### src/rsr_pkg.sv
// Package of offsets, field positions and reset values for the RAM section retention registers
package rsr_pkg;

	localparam int unsigned ADDR_W = 12;
	localparam int unsigned NUM_BLOCKS = 3;

	// Register byte offsets
	localparam logic [11:0] RAM3_SECTION_CTRL_OFS = 12'h930;
	localparam logic [11:0] RAM3_SECTION_CTRL_SET_OFS = 12'h934;
	localparam logic [11:0] RAM3_SECTION_CTRL_CLEAR_OFS = 12'h938;
	localparam logic [11:0] RAM4_SECTION_CTRL_OFS = 12'h940;
	localparam logic [11:0] RAM4_SECTION_CTRL_SET_OFS = 12'h944;
	localparam logic [11:0] RAM4_SECTION_CTRL_CLEAR_OFS = 12'h948;
	localparam logic [11:0] RAM5_SECTION_CTRL_OFS = 12'h950;
	localparam logic [11:0] SYS_OFF_STATUS_OFS = 12'h9f0;

	// Field positions
	localparam int unsigned SEC0_ON_BIT = 0;
	localparam int unsigned SEC1_ON_BIT = 1;
	localparam int unsigned SEC0_KEEP_BIT = 16;
	localparam int unsigned SEC1_KEEP_BIT = 17;

	// Implemented bits and reset value
	localparam logic [31:0] CTRL_MASK = 32'h0003_0003;
	localparam logic [31:0] CTRL_RESET = 32'h0000_ffff;

endpackage

### src/rsr_regs.sv
// Register bank controlling supply and retention of the two sections of RAM blocks 3 to 5
//
// The implementer's own choice: strobed register access.
`timescale 1ns/1ns

module rsr_regs #(
	parameter int unsigned NUM_BLOCKS = rsr_pkg::NUM_BLOCKS
) (
	input wire logic sys_clk,
	input wire logic rst,
	input wire logic [rsr_pkg::ADDR_W-1:0] reg_addr,
	input wire logic [31:0] reg_wdata,
	input wire logic reg_wr,
	input wire logic reg_rd,
	output logic [31:0] reg_rdata,
	input wire logic sys_off_req,
	output logic [NUM_BLOCKS-1:0] sec0_supply_on,
	output logic [NUM_BLOCKS-1:0] sec1_supply_on,
	output logic [NUM_BLOCKS-1:0] sec0_retain,
	output logic [NUM_BLOCKS-1:0] sec1_retain
);

	// ****************************************
	// Address decode
	// ****************************************

	typedef enum logic [2:0] {
		RSR_ACC_NONE = 3'b000,
		RSR_ACC_RW = 3'b001,
		RSR_ACC_SET = 3'b010,
		RSR_ACC_CLR = 3'b100
	} rsr_acc_t;

	// Block index and access kind for an address; unmapped gives RSR_ACC_NONE
	function automatic rsr_acc_t rsr_kind(input logic [rsr_pkg::ADDR_W-1:0] a);
		if (a == rsr_pkg::RAM3_SECTION_CTRL_OFS || a == rsr_pkg::RAM4_SECTION_CTRL_OFS ||
			a == rsr_pkg::RAM5_SECTION_CTRL_OFS) begin
			return RSR_ACC_RW;
		end else if (a == rsr_pkg::RAM3_SECTION_CTRL_SET_OFS ||
			a == rsr_pkg::RAM4_SECTION_CTRL_SET_OFS) begin
			return RSR_ACC_SET;
		end else if (a == rsr_pkg::RAM3_SECTION_CTRL_CLEAR_OFS ||
			a == rsr_pkg::RAM4_SECTION_CTRL_CLEAR_OFS) begin
			return RSR_ACC_CLR;
		end else begin
			return RSR_ACC_NONE;
		end
	endfunction

	function automatic logic [1:0] rsr_block(input logic [rsr_pkg::ADDR_W-1:0] a);
		if (a[7:4] == rsr_pkg::RAM3_SECTION_CTRL_OFS[7:4]) begin
			return 2'h0;
		end else if (a[7:4] == rsr_pkg::RAM4_SECTION_CTRL_OFS[7:4]) begin
			return 2'h1;
		end else begin
			return 2'h2;
		end
	endfunction

	rsr_acc_t acc_kind;
	logic [1:0] acc_blk;

	always_comb begin
		acc_kind = rsr_kind(reg_addr);
		acc_blk = rsr_block(reg_addr);
	end

	// ****************************************
	// Control registers
	// ****************************************

	// One bit per block for each field; the full word is only rebuilt for reads
	logic [NUM_BLOCKS-1:0] on0_q;
	logic [NUM_BLOCKS-1:0] on1_q;
	logic [NUM_BLOCKS-1:0] keep0_q;
	logic [NUM_BLOCKS-1:0] keep1_q;

	// Reset image of each field, one copy per block
	localparam logic [NUM_BLOCKS-1:0] ON0_RST =
		{NUM_BLOCKS{rsr_pkg::CTRL_RESET[rsr_pkg::SEC0_ON_BIT]}};
	localparam logic [NUM_BLOCKS-1:0] ON1_RST =
		{NUM_BLOCKS{rsr_pkg::CTRL_RESET[rsr_pkg::SEC1_ON_BIT]}};
	localparam logic [NUM_BLOCKS-1:0] KEEP0_RST =
		{NUM_BLOCKS{rsr_pkg::CTRL_RESET[rsr_pkg::SEC0_KEEP_BIT]}};
	localparam logic [NUM_BLOCKS-1:0] KEEP1_RST =
		{NUM_BLOCKS{rsr_pkg::CTRL_RESET[rsr_pkg::SEC1_KEEP_BIT]}};

	// ****************************************
	// Write strobes
	// ****************************************

	logic [NUM_BLOCKS-1:0] blk_hit;
	logic [NUM_BLOCKS-1:0] wr_rw;
	logic [NUM_BLOCKS-1:0] wr_set;
	logic [NUM_BLOCKS-1:0] wr_clr;

	// One-hot block select shared by writes and reads; unmapped offsets select nothing
	always_comb begin
		blk_hit = '0;
		for (int i = 0; i < NUM_BLOCKS; i++) begin
			blk_hit[i] = (acc_kind != RSR_ACC_NONE) && (acc_blk == 2'(i));
		end
	end

	always_comb begin
		wr_rw = '0;
		wr_set = '0;
		wr_clr = '0;
		if (reg_wr) begin
			for (int i = 0; i < NUM_BLOCKS; i++) begin
				wr_rw[i] = blk_hit[i] && (acc_kind == RSR_ACC_RW);
				wr_set[i] = blk_hit[i] && (acc_kind == RSR_ACC_SET);
				wr_clr[i] = blk_hit[i] && (acc_kind == RSR_ACC_CLR);
			end
		end
	end

	// ****************************************
	// Field update
	// ****************************************

	// Next value of one field bit; a zero written to an alias leaves the bit alone
	function automatic logic rsr_bit_next(
		input logic cur,
		input logic wbit,
		input logic rw_en,
		input logic set_en,
		input logic clr_en
	);
		logic nxt;
		nxt = cur;
		if (rw_en) begin
			nxt = wbit;
		end else if (set_en && wbit) begin
			nxt = 1'b1;
		end else if (clr_en && wbit) begin
			nxt = 1'b0;
		end
		return nxt;
	endfunction

	// ****************************************
	// Field registers
	// ****************************************

	// Section 0 on bits
	always_ff @(posedge sys_clk or posedge rst) begin
		if (rst) begin
			on0_q <= ON0_RST;
		end else begin
			for (int i = 0; i < NUM_BLOCKS; i++) begin
				if (wr_rw[i] || wr_set[i] || wr_clr[i]) begin
					on0_q[i] <= rsr_bit_next(on0_q[i], reg_wdata[rsr_pkg::SEC0_ON_BIT],
						wr_rw[i], wr_set[i], wr_clr[i]);
				end
			end
		end
	end

	// Section 1 on bits
	always_ff @(posedge sys_clk or posedge rst) begin
		if (rst) begin
			on1_q <= ON1_RST;
		end else begin
			for (int i = 0; i < NUM_BLOCKS; i++) begin
				if (wr_rw[i] || wr_set[i] || wr_clr[i]) begin
					on1_q[i] <= rsr_bit_next(on1_q[i], reg_wdata[rsr_pkg::SEC1_ON_BIT],
						wr_rw[i], wr_set[i], wr_clr[i]);
				end
			end
		end
	end

	// Section 0 retention bits
	always_ff @(posedge sys_clk or posedge rst) begin
		if (rst) begin
			keep0_q <= KEEP0_RST;
		end else begin
			for (int i = 0; i < NUM_BLOCKS; i++) begin
				if (wr_rw[i] || wr_set[i] || wr_clr[i]) begin
					keep0_q[i] <= rsr_bit_next(keep0_q[i], reg_wdata[rsr_pkg::SEC0_KEEP_BIT],
						wr_rw[i], wr_set[i], wr_clr[i]);
				end
			end
		end
	end

	// Section 1 retention bits
	always_ff @(posedge sys_clk or posedge rst) begin
		if (rst) begin
			keep1_q <= KEEP1_RST;
		end else begin
			for (int i = 0; i < NUM_BLOCKS; i++) begin
				if (wr_rw[i] || wr_set[i] || wr_clr[i]) begin
					keep1_q[i] <= rsr_bit_next(keep1_q[i], reg_wdata[rsr_pkg::SEC1_KEEP_BIT],
						wr_rw[i], wr_set[i], wr_clr[i]);
				end
			end
		end
	end

	// ****************************************
	// System-off latch
	// ****************************************

	logic sys_off_q;

	// Held until reset: waking from system off goes through reset
	always_ff @(posedge sys_clk or posedge rst) begin
		if (rst) begin
			sys_off_q <= 1'b0;
		end else if (sys_off_req) begin
			sys_off_q <= 1'b1;
		end
	end

	// ****************************************
	// Readback words
	// ****************************************

	// Reserved bits hold the reset image, so a read shows them the same as after reset
	function automatic logic [31:0] rsr_word(
		input logic on0,
		input logic on1,
		input logic keep0,
		input logic keep1
	);
		logic [31:0] w;
		w = rsr_pkg::CTRL_RESET & ~rsr_pkg::CTRL_MASK;
		w[rsr_pkg::SEC0_ON_BIT] = on0;
		w[rsr_pkg::SEC1_ON_BIT] = on1;
		w[rsr_pkg::SEC0_KEEP_BIT] = keep0;
		w[rsr_pkg::SEC1_KEEP_BIT] = keep1;
		return w;
	endfunction

	logic [31:0] ctrl_word [NUM_BLOCKS];
	logic [31:0] rd_word;

	// Unmapped reads give zero so a stray read never looks like a live register
	always_comb begin
		rd_word = 32'h0000_0000;
		for (int i = 0; i < NUM_BLOCKS; i++) begin
			ctrl_word[i] = rsr_word(on0_q[i], on1_q[i], keep0_q[i], keep1_q[i]);
			if (blk_hit[i]) begin
				rd_word = ctrl_word[i];
			end
		end
		if (reg_addr == rsr_pkg::SYS_OFF_STATUS_OFS) begin
			rd_word = {31'h0000_0000, sys_off_q};
		end
	end

	// ****************************************
	// Read port
	// ****************************************

	// Data stands for the one cycle after the strobe and is zero otherwise
	always_ff @(posedge sys_clk or posedge rst) begin
		if (rst) begin
			reg_rdata <= 32'h0000_0000;
		end else if (reg_rd) begin
			reg_rdata <= rd_word;
		end else begin
			reg_rdata <= 32'h0000_0000;
		end
	end

	// ****************************************
	// Supply and retention controls
	// ****************************************

	// Outputs lag the control bits by one cycle, so the switches see no path from the bus
	// Supply of one section: the system-off latch overrides the on bit
	function automatic logic rsr_sec_on(
		input logic on_bit,
		input logic off
	);
		return on_bit & ~off;
	endfunction

	// A powered section always keeps its contents, an unpowered one only if asked
	function automatic logic rsr_sec_keep(
		input logic on_bit,
		input logic keep_bit,
		input logic off
	);
		return rsr_sec_on(on_bit, off) | keep_bit;
	endfunction

	// Section 0 supply
	always_ff @(posedge sys_clk or posedge rst) begin
		if (rst) begin
			sec0_supply_on <= '1;
		end else begin
			for (int i = 0; i < NUM_BLOCKS; i++) begin
				sec0_supply_on[i] <= rsr_sec_on(on0_q[i], sys_off_q);
			end
		end
	end

	// Section 1 supply
	always_ff @(posedge sys_clk or posedge rst) begin
		if (rst) begin
			sec1_supply_on <= '1;
		end else begin
			for (int i = 0; i < NUM_BLOCKS; i++) begin
				sec1_supply_on[i] <= rsr_sec_on(on1_q[i], sys_off_q);
			end
		end
	end

	// ****************************************
	// Retention controls
	// ****************************************

	// Section 0 retention
	always_ff @(posedge sys_clk or posedge rst) begin
		if (rst) begin
			sec0_retain <= '1;
		end else begin
			for (int i = 0; i < NUM_BLOCKS; i++) begin
				sec0_retain[i] <= rsr_sec_keep(on0_q[i], keep0_q[i], sys_off_q);
			end
		end
	end

	// Section 1 retention
	always_ff @(posedge sys_clk or posedge rst) begin
		if (rst) begin
			sec1_retain <= '1;
		end else begin
			for (int i = 0; i < NUM_BLOCKS; i++) begin
				sec1_retain[i] <= rsr_sec_keep(on1_q[i], keep1_q[i], sys_off_q);
			end
		end
	end

endmodule

### config.mk
export PLATFORM = sky130hd
export DESIGN_NAME = rsr_regs
export DESIGN_NICKNAME = d
export VERILOG_FILES = /design/src/rsr_pkg.sv /design/src/rsr_regs.sv
export SDC_FILE = /design/constraint.sdc
export NUM_CORES = 1
export LEC_CHECK = 0
export ABC_CLOCK_PERIOD_IN_PS = 2680
export BUFFER_PORTS_ARGS = -buffer_cell sky130_fd_sc_hd__buf_2
export CORE_MARGIN = 2
export CORE_UTILIZATION = 49
export CTS_BUF_LIST = sky130_fd_sc_hd__clkbuf_2 sky130_fd_sc_hd__clkbuf_4 sky130_fd_sc_hd__clkbuf_8
export DETAILED_ROUTE_END_ITERATION = 8
export GPL_ROUTABILITY_DRIVEN = 1
export PLACE_DENSITY = 0.94
export SYNTH_ARGS = -nofsm -noshare
export SYNTH_HDL_FRONTEND = slang
export SYNTH_SLANG_ARGS = --single-unit
### constraint.sdc
create_clock -name sys_clk -period 2.68 [get_ports sys_clk]
set_input_delay 0.536 -clock sys_clk [delete_from_list [all_inputs] [get_ports sys_clk]]
set_output_delay 0.536 -clock sys_clk [all_outputs]
set_load 0.03 [all_outputs]
==> impl_metrics.py <==
metrics = {
    "status": {
        "run_status": "finished, final reports clean",
    },
    "drt": {
        "first_pass_iters": 4,
        "num_vias": 1216,
        "totalWireLength_mm": 3.11,
        "route.antenna.remaining_nets": 0,
        "wire_per_inst_um": 13.0,
        "drcViolationCount": 0,
        "number_of_vias_per_cell": 5.09,
        "drt_first_iter_violations": 32,
    },
    "sta": {
        "finalMaxSlewViolations": 0,
        "finClkSkew_ps": 11.3,
        "clock.fmax_ghz": 0.490,
        "grt_setup_unrepaired": "false",
        "pin_slew_with_the_least_headroom_to_its_limit_ps": 905,
        "finalCritPeriodShare_pct": 76.1,
        "fin_crit_ps": 2040,
        "worst_hold_slack_ps": 387,
        "maxSlewHeadroom_pct": 39.6,
        "report.final.setup_viol": 0,
        "setup-tns-final_ps": 0,
        "hold_viol_final": 0,
    },
    "layout": {
        "layout.filler_cells": 261,
        "layout.nets": 243,
        "post_layout_nonfiller_instances": 239,
        "flow.area_growth_from_synthesis_pct": 13.3,
        "postLayoutCoreUtil_pct": 59.0,
        "num_antenna_cells": 0,
        "final_layout_size_suffix_gt1_share_pct": 47.7,
    },
    "clock_tree": {
        "hold_buffers": 0,
        "cts.sink_count": 30,
        "post_cts_resize_count": 0,
        "cts_root_buf": "sky130_fd_sc_hd__clkbuf_4",
        "cts.reportedPaths.clkPinSlew_ps": 90,
        "clk-insertion-delay-late_ps": 330,
        "clock_tree_from_tritoncts": "yes",
        "post_cts_buffers": 0,
        "htree_num_levels": 2,
        "cts-buffers-inserted": 5,
        "clock_tree.buffer_depth": 2,
    },
    "placement": {
        "gp_congestion": 0.901,
        "dp_hpwl_mm": 2.39,
        "placed_cells_incl_taps": 231,
        "portBuffers": 50,
    },
    "critical_path": {
        "r2r_start": "on0_q[1]",
        "start_kind": "input port",
        "critical_path_capture_point": "reg_rdata[16]",
        "worst_setup_path_startpoint": "reg_addr[1]",
        "r2r_slack_ps": 1540,
        "timing.critical_path.arrival_ps": 2250,
        "crit_path_max_fanout": 8,
        "end_kind": "flop",
        "crit_required_ps": 2890,
        "r2r-end": "reg_rdata[0]",
        "r2r.worst_path.cells": 4,
        "setup.worst_path.class": "in -> reg",
    },
    "global_routing": {
        "grt_pass1_wl_mm": 4.85,
        "grt_pass1_vias": 1035,
        "number_of_antenna_violations_at_the_first_check_in_global_routing": 0,
        "grt.total_usage_pct": 18.3,
        "grt-ovfl-total": 0,
        "maximum_number_of_pins_on_one_net_before_global_route_repair": 26,
    },
    "yosys": {
        "async_reset_ff_share_pct": 100,
        "synthesis.area_per_instance_um2": 10.6,
        "mapped_cells": 152,
        "yosys.cell_types.count": 37,
        "synthesized_area_um2": 1620,
        "ys_ff_latch": 30,
        "ys_seq_area_share_pct": 47.9,
        "synth_edf_count": 0,
        "synth-warning-count": 0,
        "synth-main-ff-cell": "sky130_fd_sc_hd__dfstp_2",
    },
    "power": {
        "worst_ir_drop_vdd_mv": 0.266,
        "leakagePower_nw": 0.886,
        "power-per-cell-area_nw_per_um2": 454,
    },
    "die": {
        "design.die.area_um2": 3770,
        "pin_count": 93,
        "floorplan.core_area_um2": 3100,
        "floorplan.initialDensity_pct": 52.1,
        "die_x_um": 61.4,
        "std_cell_rows": 20,
        "die_h_um": 61.4,
    },
    "hold_path": {
        "timing.hold.worst.class": "in -> async",
    },
    "flow_run": {
        "maxCapViolations": 0,
    },
}
[final cells by class]
cell class                      instances  area [um^2]  area share, %
Sequential cell                        30          773           42.2
Multi-Input combinational cell         96          636           34.7
Timing Repair Buffer                   53          273           14.9
Clock buffer                            7         58.8           3.21
Tap cell                               44         55.1           3.01
Inverter                                8         30.0           1.64
Clock inverter                          1         5.00          0.273
[state kept, by name, summed over array words and instances, names as in the netlist]
| signal | flops |
|---|---|
| sys_off_q | 1 |
| sec1_retain | 3 |
| on0_q | 3 |
| reg_rdata | 5 |
| keep0_q | 3 |
| sec0_supply_on | 3 |
| keep1_q | 3 |
| on1_q | 3 |
| sec1_supply_on | 3 |
| sec0_retain | 3 |
[cells in the mapped netlist, types with 2 or more instances]
cell	number	area [um^2]
sky130_fd_sc_hd__nand2_1	11	41.3
sky130_fd_sc_hd__or2_2	6	37.5
sky130_fd_sc_hd__o21ai_0	5	25.0
sky130_fd_sc_hd__nor4_1	2	12.5
sky130_fd_sc_hd__dfstp_2	18	473
sky130_fd_sc_hd__nor3_1	2	10.0
sky130_fd_sc_hd__nor2_1	9	33.8
sky130_fd_sc_hd__nand2b_1	5	31.3
sky130_fd_sc_hd__clkbuf_1	3	11.3
sky130_fd_sc_hd__a221o_1	4	40.0
sky130_fd_sc_hd__a21oi_1	3	15.0
sky130_fd_sc_hd__mux2_2	4	45.0
sky130_fd_sc_hd__a311oi_1	3	26.3
sky130_fd_sc_hd__buf_4	27	203
sky130_fd_sc_hd__nor2b_1	3	18.8
sky130_fd_sc_hd__nor3b_1	5	37.5
sky130_fd_sc_hd__o221ai_1	4	35.0
sky130_fd_sc_hd__dfrtp_1	12	300
sky130_fd_sc_hd__inv_1	8	30.0
[worst min-delay path by stage]
stage	from	end	slack, ps	cells after the start
2_1_floorplan	keep0_q[2]	sec0_retain[2]	460	1
3_3_place_gp	keep1_q[2]	sec1_retain[2]	480	1
3_5_place_dp	keep1_q[2]	sec1_retain[2]	500	1
4_1_cts	sys_off_req	sys_off_q	390	2
5_1_grt	sys_off_req	sys_off_q	390	2
6_report	rst	sys_off_q	390	2
[metrics by stage]
stage | total power, mW | setup WS, ps | cell area (um^2)
2_1_floorplan | 0.537 | 654 | 1660
3_3_place_gp | 0.549 | 421 | 1770
3_5_place_dp | 0.550 | 355 | 1770
4_1_cts | 0.833 | 681 | 1830
5_1_grt | 0.866 | 528 | 1830
6_report | 0.831 | 641 | 1830
[layout by cell type, fill, tap and decap left out, types with 5 or more instances in the layout]
| cell | instances |
|---|---|
| sky130_fd_sc_hd__o21ai_0 | 5 |
| sky130_fd_sc_hd__clkbuf_4 | 6 |
| sky130_fd_sc_hd__nor3b_1 | 5 |
| sky130_fd_sc_hd__nand2_1 | 11 |
| sky130_fd_sc_hd__inv_1 | 8 |
| sky130_fd_sc_hd__buf_2 | 50 |
| sky130_fd_sc_hd__nor2_1 | 9 |
| sky130_fd_sc_hd__or2_2 | 6 |
| sky130_fd_sc_hd__nand2b_1 | 5 |
| sky130_fd_sc_hd__conb_1 | 14 |
| sky130_fd_sc_hd__dfstp_2 | 18 |
| sky130_fd_sc_hd__dfrtp_1 | 12 |
[critical path: stages]
cell,delay (ps)
sky130_fd_sc_hd__buf_2,90
sky130_fd_sc_hd__or4b_4,610
sky130_fd_sc_hd__nor3b_1,350
sky130_fd_sc_hd__o2111ai_1,310
sky130_fd_sc_hd__a311oi_1,350
[cells by family after synthesis]
group           Yosys count  synth area share, %
buf+inv                  39                 15.8
other cells               1                0.232
compound gates           27                 14.0
flops                    30                 47.9
mux                       4                 2.79
simple gates             51                 19.3
[layer usage]
layer | routed length (um) | global-route usage (%)
met1 | 1260 | 22.9
met2 | 1540 | 30.2
met3 | 257 | 5.04
met4 | 55 | 7.29
met5 | 0 | 0
[report_power, final]
part	switching [mW]	internal (mW)	leakage, nW	total, mW
clock network	0.151	0.137	0.0387	0.288
logic	0.0645	0.0241	0.519	0.0886
registers	0.000298	0.455	0.329	0.455
total	0.216	0.616	0.886	0.831
Power figures use the tool's default switching activity.
